$ cat src/logic/hint_defs.svh
// Constants for the data access hint policy block
// Assumes inclusion by bare name from the hint package and modules
`ifndef HINT_DEFS_SVH
`define HINT_DEFS_SVH

`define HINT_W 11
`define HINT_SW_W 16
`define NUM_HINT_REGS 8
`define STACK_DEPTH 7
`define CNT_W 16
`define ADDR_W 64

`define DROP_LSB 7
`define DROP_MSB 8
`define PIPE_BIT 9
`define BIAS_BIT 10

`define HINT_DEF0 11'h200
`define HINT_DEF1 11'h222
`define HINT_DEF2 11'h226
`define HINT_DEF3 11'h232
`define HINT_DEF4 11'h000
`define HINT_DEF5 11'h022
`define HINT_DEF6 11'h04a
`define HINT_DEF7 11'h07a

`define EV_DISC_XLAT 0
`define EV_DISC_L2 1
`define EV_DISC_FIRST 2
`define EV_L2_DEFER 3
`define EV_LOAD_STALL 4
`define EV_SHARED_FILL 5
`define NUM_EV 6

`endif

$ cat src/logic/hint_pkg.sv
// Types and default hint values for the data access hint policy
// Assumes hint_defs.svh is on the include path
`include "hint_defs.svh"
`default_nettype none

package hint_pkg;

  typedef logic [`HINT_W-1:0] hint_t;

  typedef enum logic [1:0]
  {
    DISCARD_NORMAL = 2'b00,
    DISCARD_ON_XLAT_MISS = 2'b01,
    DISCARD_ON_XLAT_OR_L2_MISS = 2'b10,
    DISCARD_ANY = 2'b11
  } prefetch_discard_field_t;

  typedef enum logic [1:0]
  {
    ACC_PREFETCH = 2'b00,
    ACC_SPEC_LOAD = 2'b01,
    ACC_DATA_READ = 2'b10,
    ACC_OTHER = 2'b11
  } acc_kind_t;

  typedef enum logic [1:0]
  {
    ST_IDLE = 2'b00,
    ST_WALK = 2'b01,
    ST_USE = 2'b10
  } pipe_state_t;

  function automatic hint_t default_hint(input logic [2:0] idx);
    case (idx)
      3'h0: default_hint = `HINT_DEF0;
      3'h1: default_hint = `HINT_DEF1;
      3'h2: default_hint = `HINT_DEF2;
      3'h3: default_hint = `HINT_DEF3;
      3'h4: default_hint = `HINT_DEF4;
      3'h5: default_hint = `HINT_DEF5;
      3'h6: default_hint = `HINT_DEF6;
      default: default_hint = `HINT_DEF7;
    endcase
  endfunction : default_hint

endpackage : hint_pkg

`default_nettype wire

$ cat src/logic/hint_evt_if.sv
// Event pulse carrier from the policy logic to the event counters
// Assumes one clock; each bit is a one-cycle pulse
`include "hint_defs.svh"
`default_nettype none

interface hint_evt_if;
  logic [`NUM_EV-1:0] ev;
  modport src (output ev);
  modport sink (input ev);
endinterface : hint_evt_if

`default_nettype wire

$ cat src/logic/data_access_hint_policy.sv
// Data access hint policy: discard, pipeline and fill decisions
// Assumes all inputs come from core logic on ref_clk
//
// Operation
// - Discard field 0: prefetch completes, faults only if of faulting kind
// - Discard field 1: drop prefetch on translation buffer miss
// - Discard field 2: drop on translation buffer or mid-level miss
// - Discard field 3: also drop on any xlat miss or queue pressure
// - Count discards by cause: xlat, mid-level, first-level xlat
// - Pipe bit 0: xlat-missing prefetch walks and queues without stall
// - Pipe bit 0: missing speculative load defers when defer_allowed, else uses stall; count mid-level deferrals
// - Pipe bit 1: xlat-missing prefetch stalls pipeline until walk done
// - Pipe bit 1: load not deferred, uses stall; suppressions counted only on xlat miss
// - Fill bit exclusive: fill exclusive when no other cache holds line
// - Fill bit shared: fill shared; count shared fills when no other cache holds line
// - Event capture records hint values of the captured access
// - Legacy temporal hints select hint registers 0 to 3
// - Defaults: normal discard, exclusive; 0-3 block, 4-7 defer
// - Locality and prefetcher defaults per register as tabled
// - Eleven hint bits per register; upper bits reserved, read zero
// - Call or interruption pushes default frame; return pops it
`include "hint_defs.svh"
`default_nettype none

module data_access_hint_policy
  import hint_pkg::*;
#(
  parameter int AW = `ADDR_W,
  parameter int CW = `CNT_W,
  parameter int DEPTH = `STACK_DEPTH
)
(
  input wire logic ref_clk,
  input wire logic srst,
  input wire logic hint_wr_en,
  input wire logic [2:0] hint_wr_idx,
  input wire logic [`HINT_SW_W-1:0] hint_wr_data,
  input wire logic [2:0] hint_rd_idx,
  output logic [`HINT_SW_W-1:0] hint_rd_data_r,
  input wire logic call_push,
  input wire logic ret_pop,
  input wire logic ctx_flush,
  output logic [$clog2(DEPTH):0] frame_count,
  input wire logic acc_valid,
  output logic acc_ready,
  input wire acc_kind_t acc_kind,
  input wire logic acc_legacy,
  input wire logic [1:0] acc_temporal,
  input wire logic [2:0] acc_hint_idx,
  input wire logic [AW-1:0] acc_addr,
  input wire logic acc_fault,
  input wire logic acc_fault_kind,
  input wire logic capture_sel,
  input wire logic xlat_miss,
  input wire logic first_xlat_miss,
  input wire logic l2_miss,
  input wire logic pfq_near_full,
  input wire logic defer_allowed,
  input wire logic llc_fill,
  input wire logic other_cache_holds,
  input wire logic walk_done,
  input wire logic load_data_ret,
  output logic pf_discard_r,
  output logic pf_issue_r,
  output logic pf_enqueue_r,
  output logic pf_fault_r,
  output logic walk_start_r,
  output logic pipe_stall,
  output logic spec_defer_r,
  output logic use_stall,
  output logic fill_excl_r,
  output logic fill_shared_r,
  output logic cap_valid_r,
  output logic [AW-1:0] cap_addr_r,
  output hint_t cap_hint_r,
  output logic [2:0] cap_idx_r,
  output logic [CW-1:0] cnt_discard_xlat_miss,
  output logic [CW-1:0] cnt_discard_l2_miss,
  output logic [CW-1:0] cnt_discard_first_xlat_miss,
  output logic [CW-1:0] cnt_l2_defer,
  output logic [CW-1:0] cnt_spec_load_stalled,
  output logic [CW-1:0] cnt_shared_fill
);

  hint_evt_if evt ();

  pipe_state_t state_r;
  pipe_state_t state_nxt;
  hint_t hint;
  hint_t sw_hint;
  logic [2:0] sel_idx;
  logic [`NUM_EV-1:0][CW-1:0] counts;
  prefetch_discard_field_t discard_mode;
  logic pipe_block;
  logic bias_shared;
  logic take;
  logic is_pf;
  logic is_ld;
  logic is_rd;
  logic d_xlat;
  logic d_l2;
  logic d_first;
  logic d_queue;
  logic discard;
  logic pf_go;
  logic pf_walk;
  logic pf_block;
  logic ld_miss;
  logic ld_defer;
  logic ld_block;
  logic fill_go;

  // Legacy temporal hints map onto registers 0 to 3
  assign sel_idx = acc_legacy ? {1'b0, acc_temporal} : acc_hint_idx;

  hint_stack #(
    .DEPTH(DEPTH)
  ) u_stack (
    .ref_clk(ref_clk),
    .srst(srst),
    .push(call_push),
    .pop(ret_pop),
    .flush(ctx_flush),
    .wr_en(hint_wr_en),
    .wr_idx(hint_wr_idx),
    .wr_data(hint_wr_data[`HINT_W-1:0]),
    .a_idx(sel_idx),
    .a_hint(hint),
    .b_idx(hint_rd_idx),
    .b_hint(sw_hint),
    .frames(frame_count)
  );

  hint_counters #(
    .CW(CW)
  ) u_cnt (
    .ref_clk(ref_clk),
    .srst(srst),
    .evt(evt),
    .count_r(counts)
  );

  assign cnt_discard_xlat_miss = counts[`EV_DISC_XLAT];
  assign cnt_discard_l2_miss = counts[`EV_DISC_L2];
  assign cnt_discard_first_xlat_miss = counts[`EV_DISC_FIRST];
  assign cnt_l2_defer = counts[`EV_L2_DEFER];
  assign cnt_spec_load_stalled = counts[`EV_LOAD_STALL];
  assign cnt_shared_fill = counts[`EV_SHARED_FILL];

  // Field decode of the selected hint
  assign discard_mode = prefetch_discard_field_t'(hint[`DROP_MSB:`DROP_LSB]);
  assign pipe_block = hint[`PIPE_BIT];
  assign bias_shared = hint[`BIAS_BIT];

  assign acc_ready = (state_r == ST_IDLE);
  assign take = acc_valid && acc_ready;
  assign is_pf = take && (acc_kind == ACC_PREFETCH);
  assign is_ld = take && (acc_kind == ACC_SPEC_LOAD);
  assign is_rd = take && (acc_kind == ACC_DATA_READ);

  // Discard causes, each but queue pressure counted once by its first cause
  assign d_xlat = (discard_mode != DISCARD_NORMAL) && xlat_miss;
  assign d_l2 = discard_mode[1] && l2_miss && !xlat_miss;
  assign d_first = (discard_mode == DISCARD_ANY) && first_xlat_miss
                   && !xlat_miss && !l2_miss;
  assign d_queue = (discard_mode == DISCARD_ANY) && pfq_near_full;
  assign discard = is_pf && (d_xlat || d_l2 || d_first || d_queue);

  assign pf_go = is_pf && !discard;
  assign pf_walk = pf_go && xlat_miss;
  assign pf_block = pf_walk && pipe_block;

  assign ld_miss = is_ld && (xlat_miss || l2_miss);
  assign ld_defer = ld_miss && !pipe_block && defer_allowed;
  assign ld_block = ld_miss && !ld_defer;

  assign fill_go = is_rd && llc_fill;

  assign evt.ev[`EV_DISC_XLAT] = is_pf && d_xlat;
  assign evt.ev[`EV_DISC_L2] = is_pf && d_l2;
  assign evt.ev[`EV_DISC_FIRST] = is_pf && d_first;
  assign evt.ev[`EV_L2_DEFER] = ld_defer && l2_miss;
  assign evt.ev[`EV_LOAD_STALL] = ld_miss && pipe_block && xlat_miss;
  assign evt.ev[`EV_SHARED_FILL] = fill_go && bias_shared && !other_cache_holds;

  assign pipe_stall = (state_r == ST_WALK);
  assign use_stall = (state_r == ST_USE);

  always_comb
  begin
    state_nxt = state_r;
    case (state_r)
      ST_IDLE:
      begin
        if (pf_block)
          state_nxt = ST_WALK;
        else if (ld_block)
          state_nxt = ST_USE;
      end
      ST_WALK:
      begin
        if (walk_done)
          state_nxt = ST_IDLE;
      end
      ST_USE:
      begin
        if (load_data_ret)
          state_nxt = ST_IDLE;
      end
      default:
        state_nxt = ST_IDLE;
    endcase
  end

  always_ff @(posedge ref_clk)
  begin
    if (srst)
      state_r <= ST_IDLE;
    else
      state_r <= state_nxt;
  end

  // Per-access decisions, one cycle after the access is taken
  always_ff @(posedge ref_clk)
  begin
    if (srst)
    begin
      pf_discard_r <= 1'b0;
      pf_issue_r <= 1'b0;
      pf_enqueue_r <= 1'b0;
      pf_fault_r <= 1'b0;
      walk_start_r <= 1'b0;
      spec_defer_r <= 1'b0;
      fill_excl_r <= 1'b0;
      fill_shared_r <= 1'b0;
    end
    else
    begin
      pf_discard_r <= discard;
      pf_issue_r <= pf_go;
      pf_fault_r <= pf_go && acc_fault && acc_fault_kind;
      walk_start_r <= pf_walk;
      pf_enqueue_r <= pf_walk && !pipe_block;
      spec_defer_r <= ld_defer;
      fill_excl_r <= fill_go && !bias_shared && !other_cache_holds;
      fill_shared_r <= fill_go && (bias_shared || other_cache_holds);
    end
  end

  // Event address capture with the hint that applied
  always_ff @(posedge ref_clk)
  begin
    if (srst)
    begin
      cap_valid_r <= 1'b0;
      cap_addr_r <= '0;
      cap_hint_r <= '0;
      cap_idx_r <= 3'h0;
    end
    else
    begin
      cap_valid_r <= take && capture_sel;
      if (take && capture_sel)
      begin
        cap_addr_r <= acc_addr;
        cap_hint_r <= hint;
        cap_idx_r <= sel_idx;
      end
    end
  end

  // Software read; reserved upper bits read zero
  always_ff @(posedge ref_clk)
  begin
    if (srst)
      hint_rd_data_r <= '0;
    else
      hint_rd_data_r <= {{(`HINT_SW_W-`HINT_W){1'b0}}, sw_hint};
  end
endmodule : data_access_hint_policy

`default_nettype wire

$ cat src/logic/hint_stack.sv
// Frame stack of access hint registers with default reload
// Assumes push, pop, flush and write are single-cycle pulses
`include "hint_defs.svh"
`default_nettype none

module hint_stack
  import hint_pkg::*;
#(
  parameter int DEPTH = `STACK_DEPTH
)
(
  input wire logic ref_clk,
  input wire logic srst,
  input wire logic push,
  input wire logic pop,
  input wire logic flush,
  input wire logic wr_en,
  input wire logic [2:0] wr_idx,
  input wire hint_t wr_data,
  input wire logic [2:0] a_idx,
  output hint_t a_hint,
  input wire logic [2:0] b_idx,
  output hint_t b_hint,
  output logic [$clog2(DEPTH):0] frames
);
  localparam int PW = $clog2(DEPTH);

  hint_t mem_r [DEPTH][`NUM_HINT_REGS];
  logic [PW-1:0] top_r;
  logic [PW:0] cnt_r;
  logic [PW-1:0] up_ptr;
  logic [PW-1:0] dn_ptr;

  function automatic logic [PW-1:0] step(input logic [PW-1:0] p, input logic up);
    if (up)
      step = (p == PW'(DEPTH - 1)) ? '0 : p + 1'b1;
    else
      step = (p == '0) ? PW'(DEPTH - 1) : p - 1'b1;
  endfunction : step

  assign up_ptr = step(top_r, 1'b1);
  assign dn_ptr = step(top_r, 1'b0);
  assign a_hint = mem_r[top_r][a_idx];
  assign b_hint = mem_r[top_r][b_idx];
  assign frames = cnt_r;

  always_ff @(posedge ref_clk)
  begin
    if (srst || flush)
    begin
      top_r <= '0;
      cnt_r <= (PW+1)'(1);
      for (int f = 0; f < DEPTH; f++)
        for (int i = 0; i < `NUM_HINT_REGS; i++)
          mem_r[f][i] <= default_hint(3'(i));
    end
    else if (push)
    begin
      top_r <= up_ptr;
      if (cnt_r != (PW+1)'(DEPTH))
        cnt_r <= cnt_r + 1'b1;
      for (int i = 0; i < `NUM_HINT_REGS; i++)
        mem_r[up_ptr][i] <= default_hint(3'(i));
    end
    else if (pop)
    begin
      if (cnt_r > (PW+1)'(1))
      begin
        top_r <= dn_ptr;
        cnt_r <= cnt_r - 1'b1;
      end
      else
        for (int i = 0; i < `NUM_HINT_REGS; i++)
          mem_r[top_r][i] <= default_hint(3'(i));
    end
    else if (wr_en)
      mem_r[top_r][wr_idx] <= wr_data;
  end

endmodule : hint_stack

`default_nettype wire

$ cat src/logic/hint_counters.sv
// Hint event counters, one per event pulse, wrapping
// Assumes event pulses come from logic on the same clock
`include "hint_defs.svh"
`default_nettype none

module hint_counters
#(
  parameter int CW = `CNT_W
)
(
  input wire logic ref_clk,
  input wire logic srst,
  hint_evt_if.sink evt,
  output logic [`NUM_EV-1:0][CW-1:0] count_r
);

  always_ff @(posedge ref_clk)
  begin
    for (int e = 0; e < `NUM_EV; e++)
      if (srst)
        count_r[e] <= '0;
      else if (evt.ev[e])
        count_r[e] <= count_r[e] + 1'b1;
  end

endmodule : hint_counters

`default_nettype wire

$ cat config.mk
export PLATFORM = sky130hd
export DESIGN_NAME = data_access_hint_policy
export DESIGN_NICKNAME = d
export VERILOG_FILES = /design/src/logic/hint_pkg.sv /design/src/logic/hint_evt_if.sv /design/src/logic/data_access_hint_policy.sv /design/src/logic/hint_stack.sv /design/src/logic/hint_counters.sv
export VERILOG_INCLUDE_DIRS = /design/src /design/src/logic
export SDC_FILE = /design/constraint.sdc
export NUM_CORES = 1
export LEC_CHECK = 0
export BUFFER_PORTS_ARGS = -buffer_cell sky130_fd_sc_hd__buf_2
export CORE_MARGIN = 2
export CORE_UTILIZATION = 54
export DETAILED_ROUTE_END_ITERATION = 10
export GPL_TIMING_DRIVEN = 1
export PLACE_DENSITY = 0.76
export SETUP_SLACK_MARGIN = 0.15
export SLEW_MARGIN = 20
export SYNTH_ARGS = -nofsm -noshare
export SYNTH_HDL_FRONTEND = slang
export SYNTH_HIERARCHICAL = 1
export SYNTH_SLANG_ARGS = --single-unit
export TNS_END_PERCENT = 50
$ cat constraint.sdc
create_clock -name ref_clk -period 3.45 [get_ports ref_clk]
set_clock_uncertainty 0.05 [all_clocks]
set_input_delay 0.345 -clock ref_clk [delete_from_list [all_inputs] [get_ports ref_clk]]
set_output_delay 0.345 -clock ref_clk [all_outputs]
set_load 0.02 [all_outputs]
==> impl_metrics.csv, run 1 <==
group,metric,value,unit
status,run_status,"finished, final reports clean",
global_route,grt_max_degree,204,
sta,slew_headroom,0.289,
synth,synth-edff-count,704,
setup_path,path_delay_family,"multiplexers",
place,gp_congestion,1.01,
synth,synth_top_cell_by_area,"edfxtp_1",
clock_tree,cts_buffer_depth,3,
die,die_w,278,um
sta,setup_viol,0,
die,die_h,278,um
drt,drt-met1-wl,44600,um
synth,netlist_area,40700,um^2
setup_path,r2r_slack,0.008,ns
die,row_count,100,
sta,fin_ws,0.00810,ns
sta,worst_pin_slew,1.06,ns
pwr,p_leak,18.8,nW
pwr,vdd_ir_drop_max,0.439,mV
global_route,antenna_found_initial,8,
final_layout,fin_nets,4044,
setup_path,worst-path-buf-inv,3,
hold_path,hold_path_class,"input pin to register",
clock_tree,htree_levels,3,
global_route,grt_pass1_wl,186000,um
sta,tns,0,ns
clock_tree,clockRootBuffer,"clkbuf_16",
place,dp_slack,-0.206,ns
global_route,grt_usage,0.325,
sta,period_needed,3.44,ns
global_route,overflow,0,
setup_path,start_kind,"register",
final_layout,utilization,0.672,
hold_path,hp-start,"ctx_flush",
clock_tree,cts_tree,"yes",
synth,synth_area_leaders,"edfxtp_1 52%, dfxtp_1 10%, mux4_2 9.3%, nor2_1 5.9%, nand2_1 4.4%",
pwr,clock_power_share,0.398,
pwr,fin_total_pwr,24.7,mW
pwr,p_int,18.7,mW
setup_path,rr_endpoint,"u_cnt/count_r[54]$_SDFFE_PP0P_",
drt,vias,30702,
final_layout,syn2layout_area_growth,23.1,%
setup_path,crit_arrival,3.93,ns
sta,maxSlewViolCount,0,
die,ios,319,
clock_tree,clkTransAtPathRegs,0.06,ns
setup_path,crit_type,"register to register",
drt,vias_per_cell,6.18,
final_layout,final_common_cell,"edfxtp_1",
drt,drc,0,
synth,avgSynthCellArea,12.1,um^2
synth,yosysWarnings,6,
die,die_area,77500,um^2
setup_path,cp_slowest_stage_delay,0.51,ns
pwr,p_per_area,494,nW/um^2
clock_tree,clk_latency,0.68,ns
setup_path,end_kind,"register",
clock_tree,cts_num_sinks,910,
die,core,74400,um^2
sta,hold_viol,0,
final_layout,drive_above_1_share,0.289,
pwr,p_comb_frac,0.109,
sta,post-route-period-util,0.998,
drt,routed_wl,130000,um
synth,yosys.area.top_type_share,0.520,
drt,drtAntennaViolNets,0,
drt,firstDrtPassIters,5,
synth,synth-async-reset-ratio,0,
die,start_util,0.546,
place,portBuffers,308,
job,drv_cap,0,
hold_path,hold_depth,3,
clock_tree,cts_buffers,92,
final_layout,final_cell_mix,"704 x edfxtp_1, 627 x nor2_1, 475 x nand2_1, 307 x buf_2, 253 x buf_4",
synth,ys.flop_type,"edfxtp_1",
setup_path,path_max_fanout,12,
synth,netlist_instances,3355,
synth,synth-seq-area-share,0.621,
pwr,switching_share,0.245,
place,dp_hpwl,83400,um
drt,drt_iter0_drc,3903,
drt,wl_per_cell,26.2,um
synth,yosysUniqueCellTypes,79,
setup_path,critPathSlowestCell,"mux4_2",
global_route,first_global_vias,29669,
setup_path,rr_worst_depth,14,
hold_path,whs_endpoint,"u_stack/frames[0]$_SDFFE_PP1P_",
sta,fmax,291,MHz
pwr,p_switching,6.05,mW
synth,synth_seq_cells,910,
setup_path,crit_chain,"buf_6, mux4_2, mux2_4, mux2i_4, o32a_1, o221ai_2, nand2b_4, nor3_4, buf_6, nand4_1, buf_6, or3_4, xor2_1, nor2_1",
drt,wl_met2,60400,um
drt,wl_met3,17200,um
sta,rsz0062_at_grt,"true",
setup_path,required,3.94,ns
pwr,sequentialPowerShare,0.493,
setup_path,critPathMostFrequentCell,"buf_6",
drt,routed.top_layer,"met5",
## per-stage QoR
step	hold WS (ns)	std cells	area (um^2)
after floorplan	0.374	3359	40800
after global placement	0.389	4682	45100
after detailed placement	0.395	4682	45100
after CTS	0.000602	4939	49200
after global routing	0.0340	4966	50100
final	0.0269	4968	50100
## Yosys cell counts, drive strengths merged, types with 4 or more instances
library cell,instances
edfxtp,704
nor2,645
nand2,478
dfxtp,206
mux4,168
clkbuf,143
a21oi,117
inv,114
o21ai,96
buf,92
mux2,85
mux2i,59
nor3,46
xnor2,46
nand4,38
nand3,32
nor4,30
xor2,26
nor2b,24
o22ai,17
or3,16
nand2b,15
ha,14
or2,14
and3,12
a211oi,10
o31ai,8
o32ai,8
and2,7
o32a,6
a221oi,5
o221ai,5
or4,5
a221o,4
nor3b,4
o2111ai,4
o211ai,4
## logic make-up (layout without fill, tap and decap cells)
group / count (synthesis) / in the layout / synth area share
compound gates: 318 / 318 / 0.0477
other cells: 1 / 9 / 0.0000922
simple gates: 1377 / 1377 / 0.143
flops: 910 / 910 / 0.621
fa+ha+maj: 14 / 14 / 0.00431
xor+xnor: 72 / 72 / 0.0155
mux: 312 / 312 / 0.131
buf+inv: 351 / 987 / 0.0368
## flip-flops by register name, indices dropped and copies added (netlist names), named ones only
signal          flops
u_stack/mem_r     704
u_cnt/count_r      96
cap_addr_r         64
cap_hint_r         11
hint_rd_data_r     11
u_stack/frames      4
cap_idx_r           3
u_stack/top_r       3
state_r             2
cap_valid_r         1
fill_excl_r         1
fill_shared_r       1
pf_discard_r        1
pf_enqueue_r        1
pf_fault_r          1
pf_issue_r          1
spec_defer_r        1
walk_start_r        1
## repair_timing
item | 4_1_cts | 5_1_grt
buffers inserted | 11 | 22
gates resized for setup | 46 | 124
endpoints found under the hold margin | 72 | 0
pin swaps | 10 | 49
cloned | 2 | 3
setup endpoints to repair | 91 | 208
hold buffers | 72 | 0
## routing by layer
| metal | vias up | GRT usage |
|---|---|---|
| li1 | 13155 | - |
| met1 | 14815 | 0.414 |
| met2 | 2268 | 0.512 |
| met3 | 456 | 0.0839 |
| met4 | 8 | 0.174 |
| met5 | - | 0 |
## layout make-up
| type | instances | area [um^2] |
|---|---|---|
| Sequential cell | 910 | 25300 |
| Fill cell | 4977 | 24400 |
| Multi-Input combinational cell | 2098 | 14800 |
| Timing Repair Buffer | 699 | 5360 |
| Clock buffer | 121 | 2470 |
| Tap cell | 969 | 1210 |
| Clock inverter | 51 | 483 |
| Inverter | 116 | 443 |
| Antenna cell | 4 | 10.0 |
## worst min-delay path: stages
cell and delay [ns]:
buf_2 0.13, nor2_4 0.12, nand2_1 0.09
## power by group through the flow
stage	Combinational [mW]	Sequential, mW	Clock [mW]
2_1_floorplan	1.22	12.5	0
3_3_place_gp	2.38	12.4	0
3_5_place_dp	2.40	12.4	0
4_1_cts	2.52	12.2	9.89
5_1_grt	2.76	12.2	10.3
6_report	2.69	12.2	9.84
## worst max-delay path by stage
stage                     slack, ns  cells after the start                            endpoint
after floorplan               -0.06                      8  u_stack/mem_r[3][22]$_SDFFCE_PN0P_
after global placement        -0.15                     16      u_cnt/count_r[54]$_SDFFE_PP0P_
after detailed placement      -0.21                     14      u_cnt/count_r[92]$_SDFFE_PP0P_
after CTS                      0.06                     14      u_cnt/count_r[63]$_SDFFE_PP0P_
after global routing          -0.05                     15      u_cnt/count_r[31]$_SDFFE_PP0P_
final                         0.008                     14      u_cnt/count_r[54]$_SDFFE_PP0P_
Note: power is estimated with default switching activity, not from simulation.
==> run 2, diff against run 1 <==
Settings changed: CAP_MARGIN from default to 20, CORE_UTILIZATION 54 to 30, PLACE_DENSITY 0.76 to default.
Clock period 3.45 ns to 3.15 ns, I/O delays scaled along.
==> run 2 against run 1 <==
  * Die area is 79% higher
  * Largest power group unchanged
  * Core utilization is 27 points lower
  * Design area increased by 7.3%
  * Sequential cell count did not move
  * The run now ends with negative setup slack left
  * Final cell count increased by 20%
  * Register-to-register slack got worse by 0.24 ns
  * Fmax up 1.8%
  * Largest cell class unchanged
  * Critical path type unchanged
  * Clock power up 28%
  * Total power is 18% higher
  * Hold slack improved by 0.013 ns
==> impl_metrics.csv, run 2 (synthesized netlist as in run 1, its figures left out) <==
group,metric,value,unit
die,die_area,138000,um^2
clock_tree,cts_tree,"yes",
sta,slew_headroom,0.364,
pwr,p_comb_frac,0.112,
final_layout,fill_cells,12691,
job,drv_cap,0,
setup_path,rr_endpoint,"u_cnt/count_r[63]$_SDFFE_PP0P_",
clock_tree,cts_num_sinks,910,
clock_tree,clockRootBuffer,"clkbuf_16",
final_layout,multi_input_area,15300,um^2
setup_path,end_kind,"register",
drt,vias_per_cell,5.15,
sta,worst_pin_slew,0.955,ns
final_layout,fin_nets,4208,
drt,firstDrtPassIters,5,
setup_path,worst-path-buf-inv,3,
pwr,fin_total_pwr,29.2,mW
clock_tree,cts_buffers,102,
place,portBuffers,308,
die,die_h,372,um
setup_path,start_kind,"register",
final_layout,largest_register_ffs,704,
die,row_count,135,
final_layout,regMostFlops,"u_stack/mem_r",
setup_path,cp_slowest_stage_delay,0.49,ns
global_route,overflow,0,
final_layout,final_area,53700,um^2
final_layout,final_cell_mix,"704 x edfxtp_1, 628 x nor2_1, 463 x nand2_1, 354 x buf_4, 307 x buf_2",
sta,hold_viol,0,
die,die_w,372,um
pwr,clock_power_share,0.432,
die,core,135000,um^2
global_route,grt_pass1_wl,197000,um
setup_path,path_delay_family,"simple AND/OR/NAND/NOR gates",
final_layout,seq_area,25300,um^2
final_layout,drive_above_1_share,0.337,
place,dp_cells,5603,
status,run_status,"complete, but fails checks",
pwr,vdd_ir_drop_max,0.418,mV
die,start_util,0.301,
setup_path,rr_worst_depth,14,
setup_path,crit_chain,"buf_6, buf_6, mux4_2, mux2_4, nor2_1, o32a_1, o221ai_4, nand2b_4, nor3_4, nand4_1, buf_6, nor4_4, xnor2_1, nor2_1",
sta,maxSlewViolCount,0,
drt,drc,0,
sta,period_needed,3.38,ns
global_route,grt_max_degree,86,
place,dp_hpwl,93800,um
clock_tree,cts_buffer_depth,3,
pwr,p_per_area,545,nW/um^2
hold_path,whs_endpoint,"u_stack/frames[3]$_SDFFE_PP0P_",
pwr,p_switching,7.20,mW
final_layout,final_common_cell,"edfxtp_1",
pwr,switching_share,0.246,
final_layout,top_regs,"u_stack/mem_r (704), u_cnt/count_r (96), cap_addr_r (64)",
setup_path,path_max_fanout,8,
drt,routed_wl,139000,um
sta,setup_viol,83,
drt,wl_per_cell,23.3,um
hold_path,hp-start,"ctx_flush",
global_route,first_global_vias,29840,
clock_tree,htree_levels,3,
setup_path,critPathMostFrequentCell,"buf_6",
setup_path,crit_arrival,3.90,ns
pwr,p_int,22.0,mW
die,ios,319,
final_layout,fin_cells,5951,
drt,drt_iter0_drc,3036,
setup_path,r2r_slack,-0.23,ns
setup_path,critPathSlowestCell,"mux4_2",
drt,drtAntennaViolNets,0,
sta,fmax,296,MHz
sta,fin_ws,-0.232,ns
pwr,p_leak,20.2,nW
place,gp_congestion,0.937,
global_route,grt_usage,0.193,
clock_tree,clkTransAtPathRegs,0.06,ns
setup_path,crit_type,"register to register",
status,violations,"negative setup slack",
hold_path,hold_depth,3,
global_route,antenna_found_initial,13,
pwr,sequentialPowerShare,0.456,
sta,rsz0062_at_grt,"true",
place,placed_area,47500,um^2
drt,vias,30640,
setup_path,required,3.66,ns
final_layout,syn2layout_area_growth,32.1,%
hold_path,hold_path_class,"input pin to register",
sta,post-route-period-util,1.07,
clock_tree,clk_latency,0.71,ns
[run 2: cell count changes in the layout (fill, tap and decap cells not counted), sizes merged]
cell,delta
dlygate4sd3,+4
diode,-1
bufinv,+6
bufbuf,-1
buf,+151
inv,+5
clkinv,-2
clkbuf,+9
[run 2: metrics by stage]
stage / hold slack [ns] / TNS [ns] / worst slack [ns] / util
after global placement: 0.388 / -13.20 / -0.375 / 0.352
after floorplan: 0.344 / -40.28 / -0.144 / -
final: 0.0400 / -10.84 / -0.232 / 0.398
after global routing: 0.0566 / -17.85 / -0.352 / 0.398
after CTS: 0.000336 / -4.34 / -0.163 / 0.388
after detailed placement: 0.394 / -17.29 / -0.480 / 0.352
[run 2: power groups by stage]
stage	registers, mW	logic [mW]	clock network, mW
after floorplan	13.6	1.38	0
after global placement	13.6	2.91	0
after detailed placement	13.6	2.92	0
after CTS	13.3	3.09	12.8
after global routing	13.4	3.42	13.3
final	13.3	3.29	12.6
[run 2: metal layers]
layer	global-route usage	wire [um]	vias to the layer above
li1	-	-	13507
met3	0.0401	14300	270
met2	0.310	64200	1580
met1	0.254	55300	15271
met4	0.0751	4980	12
met5	0	74	-
[run 2: final cells by class]
class / instances / share of cell area
multi-input cells: 2098 / 0.285
repair buffers: 853 / 0.128
well taps: 1781 / 0.0415
inverters: 116 / 0.00820
clock buffers: 130 / 0.0533
diodes: 3 / 0.000140
flip-flops and latches: 910 / 0.471
clock inverters: 60 / 0.0134
[run 2: worst register-to-register path, delay by kind of cell (launching register included)]
kind,cells,cell delay (ns)
buf+inv,3,0.46
flops,1,0.43
compound gates,2,0.45
xor+xnor,1,0.15
simple gates,6,0.90
mux,2,0.82
[run 2: worst max path at each step]
stage,to,startpoint,slack [ns],cells after the start
floorplan,u_stack/mem_r[5][11]$_SDFFCE_PN0P_,u_stack/frames[0]$_SDFFE_PP1P_,-0.14,8
global placement,u_cnt/count_r[27]$_SDFFE_PP0P_,register,-0.38,14
detailed placement,u_cnt/count_r[27]$_SDFFE_PP0P_,register,-0.48,14
CTS,u_cnt/count_r[60]$_SDFFE_PP0P_,register,-0.16,13
global route,u_cnt/count_r[63]$_SDFFE_PP0P_,register,-0.35,14
finish,u_cnt/count_r[63]$_SDFFE_PP0P_,register,-0.23,14
[run 2: timing repair]
item / in CTS / in global routing
cloned: 2 / 3
resized for setup: 79 / 168
pin swaps: 24 / 63
hold endpoints to repair: 77 / 0
hold buffers: 76 / 0
endpoints found under the setup margin: 113 / 444
setup buffers: 16 / 58
